==> config.mk <==
export PLATFORM = sky130hd
export DESIGN_NAME = omc_mode_ctrl
export DESIGN_NICKNAME = d
export VERILOG_FILES = /design/src/logic/omc_pkg.sv /design/src/logic/omc_wake_if.sv /design/src/logic/omc_wake_timer.sv /design/src/logic/omc_mode_ctrl.sv
export SDC_FILE = /design/constraint.sdc
export NUM_CORES = 1
export LEC_CHECK = 0
export ABC_AREA = 1
export BUFFER_PORTS_ARGS = -buffer_cell sky130_fd_sc_hd__buf_2
export CAP_MARGIN = 20
export CORE_UTILIZATION = 47
export DETAILED_ROUTE_END_ITERATION = 10
export PLACE_DENSITY = 0.78
export SYNTH_ARGS = -nofsm -noshare
export SYNTH_HDL_FRONTEND = slang
export SYNTH_SLANG_ARGS = --single-unit
==> constraint.sdc <==
create_clock -name clk_sys -period 1.4 [get_ports clk_sys]
set_input_delay 0.28 -clock clk_sys [delete_from_list [all_inputs] [get_ports clk_sys]]
set_output_delay 0.28 -clock clk_sys [all_outputs]
set_load 0.01 [all_outputs]
==> src/logic/omc_pkg.sv <==
// Constants, register map and mode encodings of the operating mode controller.
// Assumes one system clock and a core that writes registers over a plain strobe port.
// Behaviour
// RULE1: after reset, run fast or slow as the startup clock option says
// RULE2: fast run uses fast oscillator, slow oscillator keeps running
// RULE3: high_clock_select 0 moves to slow run, 1 back to fast run
// RULE4: slow run leaves fast oscillator on; high_osc_stop 1 turns it off
// RULE5: software switches to slow run before stopping fast oscillator, never together
// RULE6: power_mode_field written 10b enters standby
// RULE7: standby stops execution, slow oscillator runs, enabled timers keep counting
// RULE8: standby wakes on timer0, timer1, watchdog, port B change or external interrupt
// RULE9: after wake, resume fast or slow according to high_clock_select
// RULE10: halt entered by halt instruction or power_mode_field written 01b
// RULE11: halt entry clears powerdown_flag, sets timeout_flag, clears watchdog counter
// RULE12: halt stops execution, all peripherals, and both oscillators
// RULE13: halt wakes only on watchdog, port B change or external interrupt
// RULE14: halt wake waits 512 clocks with crystal option, else 16
// RULE15: standby wake applies no stabilisation delay
// RULE16: saved global_irq_enable selects branch to vector 0x008 after wake
// RULE17: one write may change high_osc_stop and enter halt together
// RULE18: software avoids changing run speed in the write entering standby or halt
// RULE19: fast run routes slow clock to timer0 when selected and option allows
// RULE20: high_clock_select 1 picks fast oscillator, 0 picks slow
// RULE21: after wake, power_mode_field returns to running value

package omc_pkg;

  // ----------------------------------------------------------------
  // Register map
  // ----------------------------------------------------------------
  localparam int          ADDR_W         = 4;
  localparam int          DATA_W         = 8;
  localparam logic [3:0]  OFS_OSC_CTRL   = 4'h0;
  localparam logic [3:0]  OFS_STATUS     = 4'h1;
  localparam logic [3:0]  OFS_ENABLE     = 4'h2;

  // Oscillator control fields
  localparam int          BIT_HCS        = 0;
  localparam int          BIT_HOSC_STOP  = 1;
  localparam int          BIT_PMF_LO     = 2;
  localparam int          BIT_LCK_T0     = 4;
  // Status fields
  localparam int          BIT_PD_FLAG    = 3;
  localparam int          BIT_TO_FLAG    = 4;
  localparam int          BIT_MODE_LO    = 5;
  // Enable fields
  localparam int          BIT_T0_EN      = 0;
  localparam int          BIT_T1_EN      = 1;
  localparam int          BIT_GIE        = 2;

  // power_mode_field codes
  localparam logic [1:0]  PMF_RUN        = 2'h0;
  localparam logic [1:0]  PMF_HALT       = 2'h1;
  localparam logic [1:0]  PMF_STANDBY    = 2'h2;

  // ----------------------------------------------------------------
  // Reset values
  // ----------------------------------------------------------------
  localparam logic        RST_HCS        = 1'b1;
  localparam logic        RST_HOSC_STOP  = 1'b0;
  localparam logic        RST_LCK_T0     = 1'b0;
  localparam logic        RST_PD_FLAG    = 1'b1;
  localparam logic        RST_TO_FLAG    = 1'b1;
  localparam logic        RST_T_EN       = 1'b0;
  localparam logic        RST_GIE        = 1'b0;

  // ----------------------------------------------------------------
  // Timing
  // ----------------------------------------------------------------
  localparam int          WAKE_CNT_W     = 10;
  localparam int          WAKE_XTAL_CYC  = 512;
  localparam int          WAKE_RC_CYC    = 16;
  localparam logic [11:0] IRQ_VECTOR     = 12'h008;

  typedef enum logic [2:0] {
    OMC_BOOT      = 3'b000,
    OMC_RUN_FAST  = 3'b001,
    OMC_RUN_SLOW  = 3'b010,
    OMC_STANDBY   = 3'b011,
    OMC_HALT      = 3'b100,
    OMC_HALT_WAKE = 3'b101
  } omc_mode_t;

endpackage

==> src/logic/omc_wake_if.sv <==
// Handshake between the mode sequencer and its halt wake-up delay timer.
// Assumes both ends run on the same system clock.
`timescale 1ns/10ps

interface omc_wake_if;
  logic start;
  logic long_sel;
  logic done;

  modport ctrl  (output start, output long_sel, input done);
  modport timer (input start, input long_sel, output done);
endinterface

==> src/logic/omc_wake_timer.sv <==
// Halt wake-up stabilisation counter.
// Assumes start is a one-cycle pulse in the first cycle of the wake wait; done then
// rises in the last cycle of a wait that lasts exactly the selected count.
`timescale 1ns/10ps

module omc_wake_timer #(
  parameter int LONG_CYC  = omc_pkg::WAKE_XTAL_CYC,
  parameter int SHORT_CYC = omc_pkg::WAKE_RC_CYC
) (
  input  wire logic clk_sys,
  input  wire logic rst_n,
  omc_wake_if.timer wk
);

  localparam int CW = omc_pkg::WAKE_CNT_W;

  logic [CW-1:0] cnt_reg;
  logic          busy_reg;
  logic          done_reg;

  // ----------------------------------------------------------------
  // Countdown
  // ----------------------------------------------------------------
  // Loads count minus two: the start cycle itself is the first waited cycle
  always_ff @(posedge clk_sys or negedge rst_n) begin
    if (!rst_n) begin
      cnt_reg  <= '0;
      busy_reg <= 1'b0;
      done_reg <= 1'b0;
    end else begin
      done_reg <= busy_reg && (cnt_reg == CW'(1));
      if (wk.start) begin
        cnt_reg  <= wk.long_sel ? CW'(LONG_CYC - 2) : CW'(SHORT_CYC - 2);
        busy_reg <= 1'b1;
      end else if (busy_reg) begin
        cnt_reg  <= cnt_reg - CW'(1);
        if (cnt_reg == CW'(1)) begin
          busy_reg <= 1'b0;
        end
      end
    end
  end

  assign wk.done = done_reg;

endmodule

==> src/logic/omc_mode_ctrl.sv <==
// Operating mode controller: run speed, standby, halt, wake-up and oscillator gating.
// Assumes core, interrupt sources and option straps all sit on clk_sys; straps hold
// steady from reset onward.
`timescale 1ns/10ps

module omc_mode_ctrl (
  input  wire logic                       clk_sys,
  input  wire logic                       resetn,
  // register port
  input  wire logic [omc_pkg::ADDR_W-1:0] reg_addr,
  input  wire logic [omc_pkg::DATA_W-1:0] reg_wdata,
  input  wire logic                       reg_wr,
  input  wire logic                       reg_rd,
  output logic      [omc_pkg::DATA_W-1:0] reg_rdata,
  // core
  input  wire logic                       halt_instr,
  input  wire logic                       irq_on_instruction,
  input  wire logic                       irq_off_instruction,
  // wake sources
  input  wire logic                       timer0_overflow,
  input  wire logic                       timer1_underflow,
  input  wire logic                       watchdog_timeout,
  input  wire logic                       portb_change,
  input  wire logic                       ext_irq,
  // option straps
  input  wire logic                       opt_startup_fast,
  input  wire logic                       fast_crystal_option,
  input  wire logic                       mid_crystal_option,
  input  wire logic                       slow_crystal_option,
  input  wire logic                       opt_timer0_slow_src,
  // clock and gating
  output logic                            sys_clk_sel_fast,
  output logic                            fast_osc_en,
  output logic                            slow_osc_en,
  output logic                            cpu_run,
  output logic                            periph_en,
  output logic                            timer0_run,
  output logic                            timer1_run,
  output logic                            timer0_slow_clk,
  output logic                            watchdog_clear,
  output logic                            wake_branch,
  output logic      [11:0]                wake_vector
);

  // ----------------------------------------------------------------
  // Reset release
  // ----------------------------------------------------------------
  logic rst_meta_reg;
  logic rst_n;

  always_ff @(posedge clk_sys or negedge resetn) begin
    if (!resetn) begin
      rst_meta_reg <= 1'b0;
      rst_n        <= 1'b0;
    end else begin
      rst_meta_reg <= 1'b1;
      rst_n        <= rst_meta_reg;
    end
  end

  // ----------------------------------------------------------------
  // State
  // ----------------------------------------------------------------
  omc_pkg::omc_mode_t mode_reg;
  omc_pkg::omc_mode_t mode_next;

  logic       hcs_reg;
  logic       hosc_stop_reg;
  logic [1:0] pmf_reg;
  logic       lck_t0_reg;
  logic       t0_en_reg;
  logic       t1_en_reg;
  logic       gie_reg;
  logic       gie_saved_reg;
  logic       pd_flag_reg;
  logic       to_flag_reg;
  logic       xtal_opt_reg;
  logic       t0_src_opt_reg;

  logic       wr_osc;
  logic       wr_en;
  logic       running;
  logic       wake_any;
  logic       wake_halt;
  logic       enter_halt;
  logic       leave_sleep;
  logic       resume_fast;

  omc_wake_if wk ();

  function automatic logic is_addr(input logic [omc_pkg::ADDR_W-1:0] a,
                                   input logic [3:0]                 ofs);
    is_addr = (a == ofs);
  endfunction

  assign wr_osc  = reg_wr && is_addr(reg_addr, omc_pkg::OFS_OSC_CTRL);
  assign wr_en   = reg_wr && is_addr(reg_addr, omc_pkg::OFS_ENABLE);
  assign running = (mode_reg == omc_pkg::OMC_RUN_FAST) ||
                   (mode_reg == omc_pkg::OMC_RUN_SLOW);

  assign wake_halt = watchdog_timeout || portb_change || ext_irq;            // RULE13
  assign wake_any  = wake_halt || timer0_overflow || timer1_underflow;       // RULE8

  assign enter_halt  = running && (halt_instr || pmf_reg == omc_pkg::PMF_HALT); // RULE10
  assign leave_sleep = ((mode_reg == omc_pkg::OMC_STANDBY) && wake_any) ||
                       ((mode_reg == omc_pkg::OMC_HALT_WAKE) && wk.done);
  assign resume_fast = hcs_reg;                                              // RULE9

  // ----------------------------------------------------------------
  // Mode sequencer
  // ----------------------------------------------------------------
  always_comb begin
    mode_next = mode_reg;
    case (mode_reg)
      omc_pkg::OMC_BOOT: begin
        mode_next = opt_startup_fast ? omc_pkg::OMC_RUN_FAST : omc_pkg::OMC_RUN_SLOW; // RULE1
      end
      omc_pkg::OMC_RUN_FAST, omc_pkg::OMC_RUN_SLOW: begin
        if (enter_halt) begin
          mode_next = omc_pkg::OMC_HALT;
        end else if (pmf_reg == omc_pkg::PMF_STANDBY) begin
          mode_next = omc_pkg::OMC_STANDBY;                                  // RULE6
        end else begin
          mode_next = hcs_reg ? omc_pkg::OMC_RUN_FAST : omc_pkg::OMC_RUN_SLOW; // RULE3 RULE20
        end
      end
      omc_pkg::OMC_STANDBY: begin
        // No stabilisation wait: the slow oscillator never stopped
        if (wake_any) begin
          mode_next = resume_fast ? omc_pkg::OMC_RUN_FAST : omc_pkg::OMC_RUN_SLOW; // RULE15
        end
      end
      omc_pkg::OMC_HALT: begin
        if (wake_halt) begin
          mode_next = omc_pkg::OMC_HALT_WAKE;
        end
      end
      omc_pkg::OMC_HALT_WAKE: begin
        if (wk.done) begin
          mode_next = resume_fast ? omc_pkg::OMC_RUN_FAST : omc_pkg::OMC_RUN_SLOW; // RULE14
        end
      end
      default: begin
        mode_next = omc_pkg::OMC_BOOT;
      end
    endcase
  end

  always_ff @(posedge clk_sys or negedge rst_n) begin
    if (!rst_n) begin
      mode_reg <= omc_pkg::OMC_BOOT;
    end else begin
      mode_reg <= mode_next;
    end
  end

  // Straps caught once, in the boot cycle after reset release
  always_ff @(posedge clk_sys or negedge rst_n) begin
    if (!rst_n) begin
      xtal_opt_reg   <= 1'b0;
      t0_src_opt_reg <= 1'b0;
    end else if (mode_reg == omc_pkg::OMC_BOOT) begin
      xtal_opt_reg   <= fast_crystal_option || mid_crystal_option || slow_crystal_option;
      t0_src_opt_reg <= opt_timer0_slow_src;
    end
  end

  // ----------------------------------------------------------------
  // Oscillator control register
  // ----------------------------------------------------------------
  // Writes are only meaningful while the core runs; high_osc_stop may change in
  // the same write that requests halt.
  always_ff @(posedge clk_sys or negedge rst_n) begin
    if (!rst_n) begin
      hcs_reg       <= omc_pkg::RST_HCS;
      hosc_stop_reg <= omc_pkg::RST_HOSC_STOP;
      lck_t0_reg    <= omc_pkg::RST_LCK_T0;
    end else if (mode_reg == omc_pkg::OMC_BOOT) begin
      hcs_reg       <= opt_startup_fast;                                     // RULE1
    end else if (wr_osc && running) begin
      hcs_reg       <= reg_wdata[omc_pkg::BIT_HCS];                          // RULE3
      hosc_stop_reg <= reg_wdata[omc_pkg::BIT_HOSC_STOP];                    // RULE4 RULE17
      lck_t0_reg    <= reg_wdata[omc_pkg::BIT_LCK_T0];
    end
  end

  always_ff @(posedge clk_sys or negedge rst_n) begin
    if (!rst_n) begin
      pmf_reg <= omc_pkg::PMF_RUN;
    end else if (leave_sleep) begin
      pmf_reg <= omc_pkg::PMF_RUN;                                           // RULE21
    end else if (halt_instr && running) begin
      pmf_reg <= omc_pkg::PMF_HALT;
    end else if (wr_osc && running) begin
      pmf_reg <= reg_wdata[omc_pkg::BIT_PMF_LO +: 2];                        // RULE6 RULE10
    end
  end

  // ----------------------------------------------------------------
  // Enables and global interrupt enable
  // ----------------------------------------------------------------
  always_ff @(posedge clk_sys or negedge rst_n) begin
    if (!rst_n) begin
      t0_en_reg <= omc_pkg::RST_T_EN;
      t1_en_reg <= omc_pkg::RST_T_EN;
    end else if (wr_en && running) begin
      t0_en_reg <= reg_wdata[omc_pkg::BIT_T0_EN];
      t1_en_reg <= reg_wdata[omc_pkg::BIT_T1_EN];
    end
  end

  // A vectored wake hands control to the service routine with interrupts off
  always_ff @(posedge clk_sys or negedge rst_n) begin
    if (!rst_n) begin
      gie_reg <= omc_pkg::RST_GIE;
    end else if (leave_sleep && gie_saved_reg) begin
      gie_reg <= 1'b0;
    end else if (irq_on_instruction) begin
      gie_reg <= 1'b1;
    end else if (irq_off_instruction) begin
      gie_reg <= 1'b0;
    end else if (wr_en && running) begin
      gie_reg <= reg_wdata[omc_pkg::BIT_GIE];
    end
  end

  always_ff @(posedge clk_sys or negedge rst_n) begin
    if (!rst_n) begin
      gie_saved_reg <= 1'b0;
    end else if (running) begin
      gie_saved_reg <= gie_reg;                                              // RULE16
    end
  end

  // ----------------------------------------------------------------
  // Status flags
  // ----------------------------------------------------------------
  always_ff @(posedge clk_sys or negedge rst_n) begin
    if (!rst_n) begin
      pd_flag_reg <= omc_pkg::RST_PD_FLAG;
      to_flag_reg <= omc_pkg::RST_TO_FLAG;
    end else if (mode_next == omc_pkg::OMC_HALT && mode_reg != omc_pkg::OMC_HALT) begin
      pd_flag_reg <= 1'b0;                                                   // RULE11
      to_flag_reg <= 1'b1;                                                   // RULE11
    end
  end

  // ----------------------------------------------------------------
  // Halt wake-up delay
  // ----------------------------------------------------------------
  logic wake_start_reg;

  always_ff @(posedge clk_sys or negedge rst_n) begin
    if (!rst_n) begin
      wake_start_reg <= 1'b0;
    end else begin
      wake_start_reg <= (mode_reg == omc_pkg::OMC_HALT) && wake_halt;       // RULE14
    end
  end

  assign wk.start    = wake_start_reg;
  assign wk.long_sel = xtal_opt_reg;

  omc_wake_timer #(
    .LONG_CYC  (omc_pkg::WAKE_XTAL_CYC),
    .SHORT_CYC (omc_pkg::WAKE_RC_CYC)
  ) u_wake_timer (
    .clk_sys (clk_sys),
    .rst_n   (rst_n),
    .wk      (wk.timer)
  );

  // ----------------------------------------------------------------
  // Clock and gating outputs
  // ----------------------------------------------------------------
  always_ff @(posedge clk_sys or negedge rst_n) begin
    if (!rst_n) begin
      sys_clk_sel_fast <= 1'b1;
      fast_osc_en      <= 1'b1;
      slow_osc_en      <= 1'b1;
      cpu_run          <= 1'b0;
      periph_en        <= 1'b0;
      timer0_run       <= 1'b0;
      timer1_run       <= 1'b0;
      timer0_slow_clk  <= 1'b0;
    end else begin
      sys_clk_sel_fast <= (mode_reg == omc_pkg::OMC_HALT_WAKE) ? hcs_reg :
                          (mode_reg == omc_pkg::OMC_RUN_FAST) ||
                          ((mode_reg == omc_pkg::OMC_STANDBY) && hcs_reg) ||
                          (mode_reg == omc_pkg::OMC_BOOT);                   // RULE20
      case (mode_reg)
        omc_pkg::OMC_RUN_FAST: fast_osc_en <= 1'b1;                          // RULE2
        omc_pkg::OMC_HALT:     fast_osc_en <= 1'b0;                          // RULE12
        default:               fast_osc_en <= !hosc_stop_reg || hcs_reg;     // RULE4
      endcase
      slow_osc_en      <= (mode_reg != omc_pkg::OMC_HALT);                   // RULE2 RULE7
      cpu_run          <= running;                                           // RULE7 RULE12
      periph_en        <= running;
      timer0_run       <= t0_en_reg && (running || mode_reg == omc_pkg::OMC_STANDBY); // RULE7
      timer1_run       <= t1_en_reg && (running || mode_reg == omc_pkg::OMC_STANDBY);
      timer0_slow_clk  <= (mode_reg == omc_pkg::OMC_RUN_FAST) && lck_t0_reg &&
                          t0_src_opt_reg;                                    // RULE19
    end
  end

  // Watchdog clear and wake branch pulses
  always_ff @(posedge clk_sys or negedge rst_n) begin
    if (!rst_n) begin
      watchdog_clear <= 1'b0;
      wake_branch    <= 1'b0;
      wake_vector    <= '0;
    end else begin
      watchdog_clear <= (mode_next == omc_pkg::OMC_HALT) &&
                        (mode_reg != omc_pkg::OMC_HALT);                     // RULE11
      wake_branch    <= leave_sleep && gie_saved_reg;                        // RULE16
      wake_vector    <= omc_pkg::IRQ_VECTOR;
    end
  end

  // ----------------------------------------------------------------
  // Register read port
  // ----------------------------------------------------------------
  always_ff @(posedge clk_sys or negedge rst_n) begin
    if (!rst_n) begin
      reg_rdata <= '0;
    end else if (!reg_rd) begin
      reg_rdata <= '0;
    end else if (is_addr(reg_addr, omc_pkg::OFS_OSC_CTRL)) begin
      reg_rdata <= {3'h0, lck_t0_reg, pmf_reg, hosc_stop_reg, hcs_reg};
    end else if (is_addr(reg_addr, omc_pkg::OFS_STATUS)) begin
      reg_rdata <= {mode_reg, to_flag_reg, pd_flag_reg, 3'h0};
    end else if (is_addr(reg_addr, omc_pkg::OFS_ENABLE)) begin
      reg_rdata <= {5'h00, gie_reg, t1_en_reg, t0_en_reg};
    end else begin
      reg_rdata <= '0;
    end
  end

  // ----------------------------------------------------------------
  // Checks
  // ----------------------------------------------------------------
  logic [omc_pkg::WAKE_CNT_W-1:0] wake_len_reg;

  always_ff @(posedge clk_sys or negedge rst_n) begin
    if (!rst_n) begin
      wake_len_reg <= '0;
    end else if (mode_reg == omc_pkg::OMC_HALT_WAKE) begin
      wake_len_reg <= wake_len_reg + 10'h001;
    end else begin
      wake_len_reg <= '0;
    end
  end
endmodule

Yosys cells after proc, flatten, opt, wreduce, memory -nomap -nowiden
Cells that the tools add are included.
Word-level totals
  word-level logic and storage cells: 111
  register bits: 48
  input bits: 29
  output and inout port bits: 30
Cells by class
  bitwise logic cells: 1
  muxes and demuxes: 29
  equality and inequality tests: 12
  reductions and logical operators: 39
  $add $sub $neg: 1
Operators with widths (number)
  $mux 8: 3
  $mux 10: 2
  $logic_and 1x1->1: 17
  $mux 3: 5
  $pmux 3 s5: 1
  $logic_or 1x1->1: 13
  $mux 2: 6
  $eq 10x1->1 const B: 1
  $mux 1: 10
  $sub 10x1->10 const B: 1
  $eq 3x3->1 const B: 3
  $mux 9: 1
  $eq 3x2->1 const B: 2
  $eq 4x1->1 const B: 1
  $eq 4x2->1 const B: 1
  $logic_not 4->1: 1
  $reduce_bool 2->1: 2
  $reduce_bool 4->1: 1
  $eq 3x1->1 const B: 1
  $logic_not 3->1: 1
  $ne 3x3->1 const B: 1
  $reduce_bool 3->1: 1
  $eq 2x1->1 const B: 1
  $eq 2x2->1 const B: 1
  5 further kinds: 5

Depth between registers and ports, before layout
  depth after elaboration: 8
  mapped depth: 9
  gate-level depth less buffers: 9

Hierarchy
A second synthesis with hierarchy kept.
Second synthesis, totals
  cells, all modules: 291
  area, all modules: 2344.7 um^2
By module, submodules not included
  omc_mode_ctrl: cells an instance 197, seq. area each 907.1 um^2, area each 1661.6 um^2, times used 1
  omc_wake_timer: cells an instance 94, seq. area each 300.3 um^2, area each 683.2 um^2, times used 1

Worst setup path before layout
No wires, ideal clock.
  kind: reg-to-reg
  from: register u_wake_timer.cnt_reg[0]
  to: register u_wake_timer.cnt_reg[6]
  data required time: 1.281 ns
  data arrival time: 1.142 ns
  path slack: 0.139 ns
  buffers on the path: 0
  clock period less this slack: 1.261 ns
  stages on the path, launching flop included: 10
  library setup time: 0.119 ns
  cell sequence: dfrtp_1 -> inv_1 -> ha_1 -> nand3_1 -> nor2_1 -> nand2_1 -> nand2_1 -> nand2_1 -> nand2_1 -> nand2_1
Between the ends
  word-level cells in the longest chain between the ends: 3
RTL lines
  start: declaration: RTL line omc_wake_timer.sv:17  | logic [CW-1:0] cnt_reg;
  start signal: assignment: RTL line omc_wake_timer.sv:33  | cnt_reg <= wk.long_sel ? CW'(LONG_CYC - 2) : CW'(SHORT_CYC - 2);
  start signal: assignment: RTL line omc_wake_timer.sv:36  | cnt_reg <= cnt_reg - CW'(1);
  $sub 10x1->10: RTL line omc_wake_timer.sv:36
  $mux 10: RTL line omc_wake_timer.sv:35  | end else if (busy_reg) begin
  $mux 10: RTL line omc_wake_timer.sv:32  | if (wk.start) begin
Every way passes these cells. The select of a mux whose other input is x is not followed.
A chain may end at the register's enable or synchronous reset.

Worst setup path in the final report
  from: register mode_reg[0]
  to: register gie_reg
Between the ends
  word-level cells in the longest chain between the ends: 5
  elaborated cells on any way between the ends: 12
  those cells by class: 4 x eq/ne; 1 x mux; 7 x reduce/logical
RTL lines
  start: declaration: RTL line omc_mode_ctrl.sv:64  | omc_pkg::omc_mode_t mode_reg;
  start signal: assignment: RTL line omc_mode_ctrl.sv:151  | mode_reg <= omc_pkg::OMC_BOOT;
  start signal: assignment: RTL line omc_mode_ctrl.sv:153  | mode_reg <= mode_next;
  $eq 3x2->1 / $eq 3x3->1 (equally long branches): RTL line omc_mode_ctrl.sv:105, omc_mode_ctrl.sv:106
  $logic_and 1x1->1, on equally long branches: RTL line omc_mode_ctrl.sv:105, omc_mode_ctrl.sv:106
  $logic_or 1x1->1: RTL line omc_mode_ctrl.sv:105  | assign leave_sleep = ((mode_reg == omc_pkg::OMC_STANDBY) && wake_any) ||
  $logic_and 1x1->1: RTL line omc_mode_ctrl.sv:216  | end else if (leave_sleep && gie_saved_reg) begin
  $reduce_bool 4->1 (no line) / $mux 1 (equally long branches)
  end signal: assignment: RTL line omc_mode_ctrl.sv:215  | gie_reg <= omc_pkg::RST_GIE;
  end signal: assignment: RTL line omc_mode_ctrl.sv:223  | gie_reg <= reg_wdata[omc_pkg::BIT_GIE];
  end: declaration: RTL line omc_mode_ctrl.sv:73  | logic gie_reg;
Several ways; a longest one is shown, not always the timed one.

==> results.md <==
- Tmin final: roughly 1.3 ns
- Switch share: 0.4092
- Total power: approximately 5.2 mW
- Clock root cell: clkbuf_8
- Row Count: 25
- Worst path max stage delay: 0.44 ns
- Critical Path AT: roughly 1.5 ns
- Final worst setup slack: 0.06808 ns
- First-pass GRT wire length: 7983 um
- Required time of the critical path: 1.61 ns
- Port bufs: 44
- Setup crit start kind: register
- GRT overflow: 0
- I/O pin cnt: ~60
- Gp weighted congestion: 0.8588
- Tot GR Track Use: 0.2002
- Largest net degree at the start of global routing: 47
- Synthesis-to-layout area growth: 23.09%
- Status: completed
- RSZ-0062 raised after global routing: true
- Worst Hold Launch: opt_timer0_slow_src
- Post-Syn Area: 2330 um^2
- Worst Hold Depth: 3
- Clk buf depth: 2
- Core outline area: about 4800 um^2
- Seq/Total Area, Yosys: 0.5183
- Filler Cells Inserted: 442
- Die height: 72.41 um
- Die area: around 5200 um^2
- Top post-synthesis cells by area: dfrtp_1 46%, nand2_1 11%, inv_1 6.9%
- Critical Path Sink Type: register
- Clk_skew: 0.01285 ns
- Cell family with most CP delay: simple AND/OR/NAND/NOR gates
- Met3 Usage GRT: 0.04306
- Max-slew violations: 0
- Flops & latches, synth: 48
- DP Wirelength: about 3600 um
- H-tree depth: 2
- Post-synth EDFFs: 0
- CTS tree: yes
- Final WL: 4930 um
- RR Startpoint: mode_reg[0]$_DFF_PN0_
- Crit Path Max Fanout: 4
- GRT Max-Usage Layer: met2
- R2R depth: 8
- Vias in the first global route: between 1,500 and 2,000
- Layout cells sized above 1: 0.2684
- Clock latency on the worst-skew pair: ~0.31 ns
- Drt wl/cell: about 12 um
- CP Cell Sequence: buf_4 -> nand3_1 -> nor2_2 -> inv_1 -> nand2_1 -> nand2_2 -> nand3_1 -> nand2_1
- Via count: 2,009
- YS warnings: 0
- Final nets: 384
- CTS sink count: 48
- Final Cell Area: roughly 2900 um^2
- Hold Slack: between 0.15 and 0.2 ns
- Int Power: 3.078 mW
- Slowest CP cell: dfrtp_2
- Initial antenna violation count: 0
- 1st-iter DRT viols: 134
- Initial Util: 0.4900
- CP Depth: 8
- Hold Crit Class: in -> reg
- Combinational power share: 0.409
- Syn Area/Cell: just over 8 um^2
- Die Width: 72.41 um
- Setup Crit Path Kind: reg -> reg
- Count of maximum capacitance violations: 0
- WP buf/inv: 2
- Post-DRT Antenna Nets: 0
- Max VDD drop: 0.6430 mV
- Avg Vias per Cell: ~4.8
- Diodes inserted: 0
- Met2 Track Usage GR: 0.3281
- Top FF cell, synth: dfrtp_1
- Final count of hold timing violations: 0
- Synth area leader: dfrtp_1
- Unique masters post-synth: 27
- Most common cell in the synthesized netlist: nand2_1
- Pre-antenna DRT Iters: 5
- Post-synth top area share: 0.4619
- Cts bufs inserted: 5
- Max frequency: around 0.75 GHz
- Final setup fails: 0
- Clock Power Share: 0.157
- Remaining DRCs: 0
- Async S/R FF share, synth: 1.000
- Placed inst area: 2674 um^2
- Clock input transition at the sequential cells of the worst setup and hold paths: 0.09 ns
- Pre-CTS setup slack: 0.02165 ns
- Largest register FFs: 10
- Sw Pwr: around 2.1 mW
- Final period util: 0.9514
- Sequential power share: 0.434
- Met1 usage: 0.2634
- Crit. Startpoint: mode_reg[0]$_DFF_PN0_
- Synth Instances: ~290
- Commonest cells post-synth: 70 x nand2_1, 43 x dfrtp_1, 43 x inv_1
- Lkg Pwr: between 1.5 and 2 nW
- Pwr/cell area: 1817 nW/um^2
[tightest hold or removal path, delay by kind of cell]
family	cells	cell delay, ns
buf+inv	1	0.08
simple gates	2	0.09
[power by group through the flow]
stage          combinational [mW]  clock (mW)  sequential, mW
6_report                     2.13       0.819            2.26
5_1_grt                      2.41       0.891            2.31
4_1_cts                      1.89       0.840            2.21
3_5_place_dp                 1.89           0            2.22
3_3_place_gp                 1.81           0            2.21
2_1_floorplan                1.28           0            2.19
[cell usage in the layout (no fill, tap or decap), drive strengths merged]
| master | count |
|---|---|
| nand2 | 73 |
| buf | 59 |
| inv | 45 |
| dfrtp | 43 |
| nor2 | 39 |
| nand3 | 22 |
| conb | 13 |
| o21ai | 13 |
| a21oi | 9 |
| nor3 | 7 |
| clkbuf | 5 |
| dfstp | 5 |
| o211ai | 4 |
| nand4 | 3 |
| nor3b | 2 |
| xor2 | 2 |
| ha | 2 |
| a31oi | 1 |
| o21a | 1 |
| a211oi | 1 |
| nand3b | 1 |
| a22oi | 1 |
| clkinvlp | 1 |
| clkinv | 1 |
| dlygate4sd3 | 1 |
[area by class of cell]
class / count / area (um^2) / area share
Clock buffer: 5 / 68.82 / 0.02400
Clock inverter: 3 / 21.27 / 0.007417
Inverter: 44 / 165.2 / 0.05759
Multi-Input combinational cell: 194 / 960.9 / 0.3351
Sequential cell: 48 / 1212 / 0.4228
Tap cell: 67 / 83.83 / 0.02923
Timing Repair Buffer: 60 / 355.3 / 0.1239
[cell families (layout without fill, tap and decap cells)]
| kind of cell | count (synthesis) | in the layout | synth area share |
|---|---|---|---|
| simple gates | 147 | 147 | 0.2782 |
| buf+inv | 56 | 112 | 0.1096 |
| flops | 48 | 48 | 0.5183 |
| compound gates | 30 | 30 | 0.07251 |
| fa+ha+maj | 2 | 2 | 0.01074 |
| other cells | 2 | 13 | 0.003224 |
| xor+xnor | 2 | 2 | 0.007520 |
[metal layers]
metal | vias up | share of wire
li1 | 1006 | -
met1 | 933 | 0.44
met2 | 62 | 0.49
met3 | 8 | 0.051
met4 | 0 | 0.016
met5 | - | 0
[metrics by stage]
step                cells  TNS [ns]  utilization
finish                421         0       0.6032
global route          421  -0.03313       0.6032
CTS                   416         0       0.5839
detailed placement    407         0       0.5624
global placement      407         0       0.5624
floorplan             298         0            -
[timing repair]
action | in CTS | in global routing
gates resized for setup | 1 | 20
endpoints found under the setup margin | 1 | 10
hold endpoints to repair | 2 | 0
pin swaps | 0 | 4
setup buffers | 0 | 5
hold buffers | 1 | 0
[path summary, 6_finish.rpt]
path / end / slack (ns)
max in group asynchronous: fast_osc_en$_DFF_PN1_ / 0.89
min in group asynchronous: reg_rdata[3]$_DFF_PN0_ / 0.24
setup reg to reg: gie_reg$_DFFE_PN0P_ / 0.07
hold reg to reg: reg_rdata[3]$_DFF_PN0_ / 0.24
hold / removal: t0_src_opt_reg$_DFFE_PN0P_ / 0.17
setup / recovery: gie_reg$_DFFE_PN0P_ / 0.07
No activity file was read; power rests on OpenSTA's default activity.
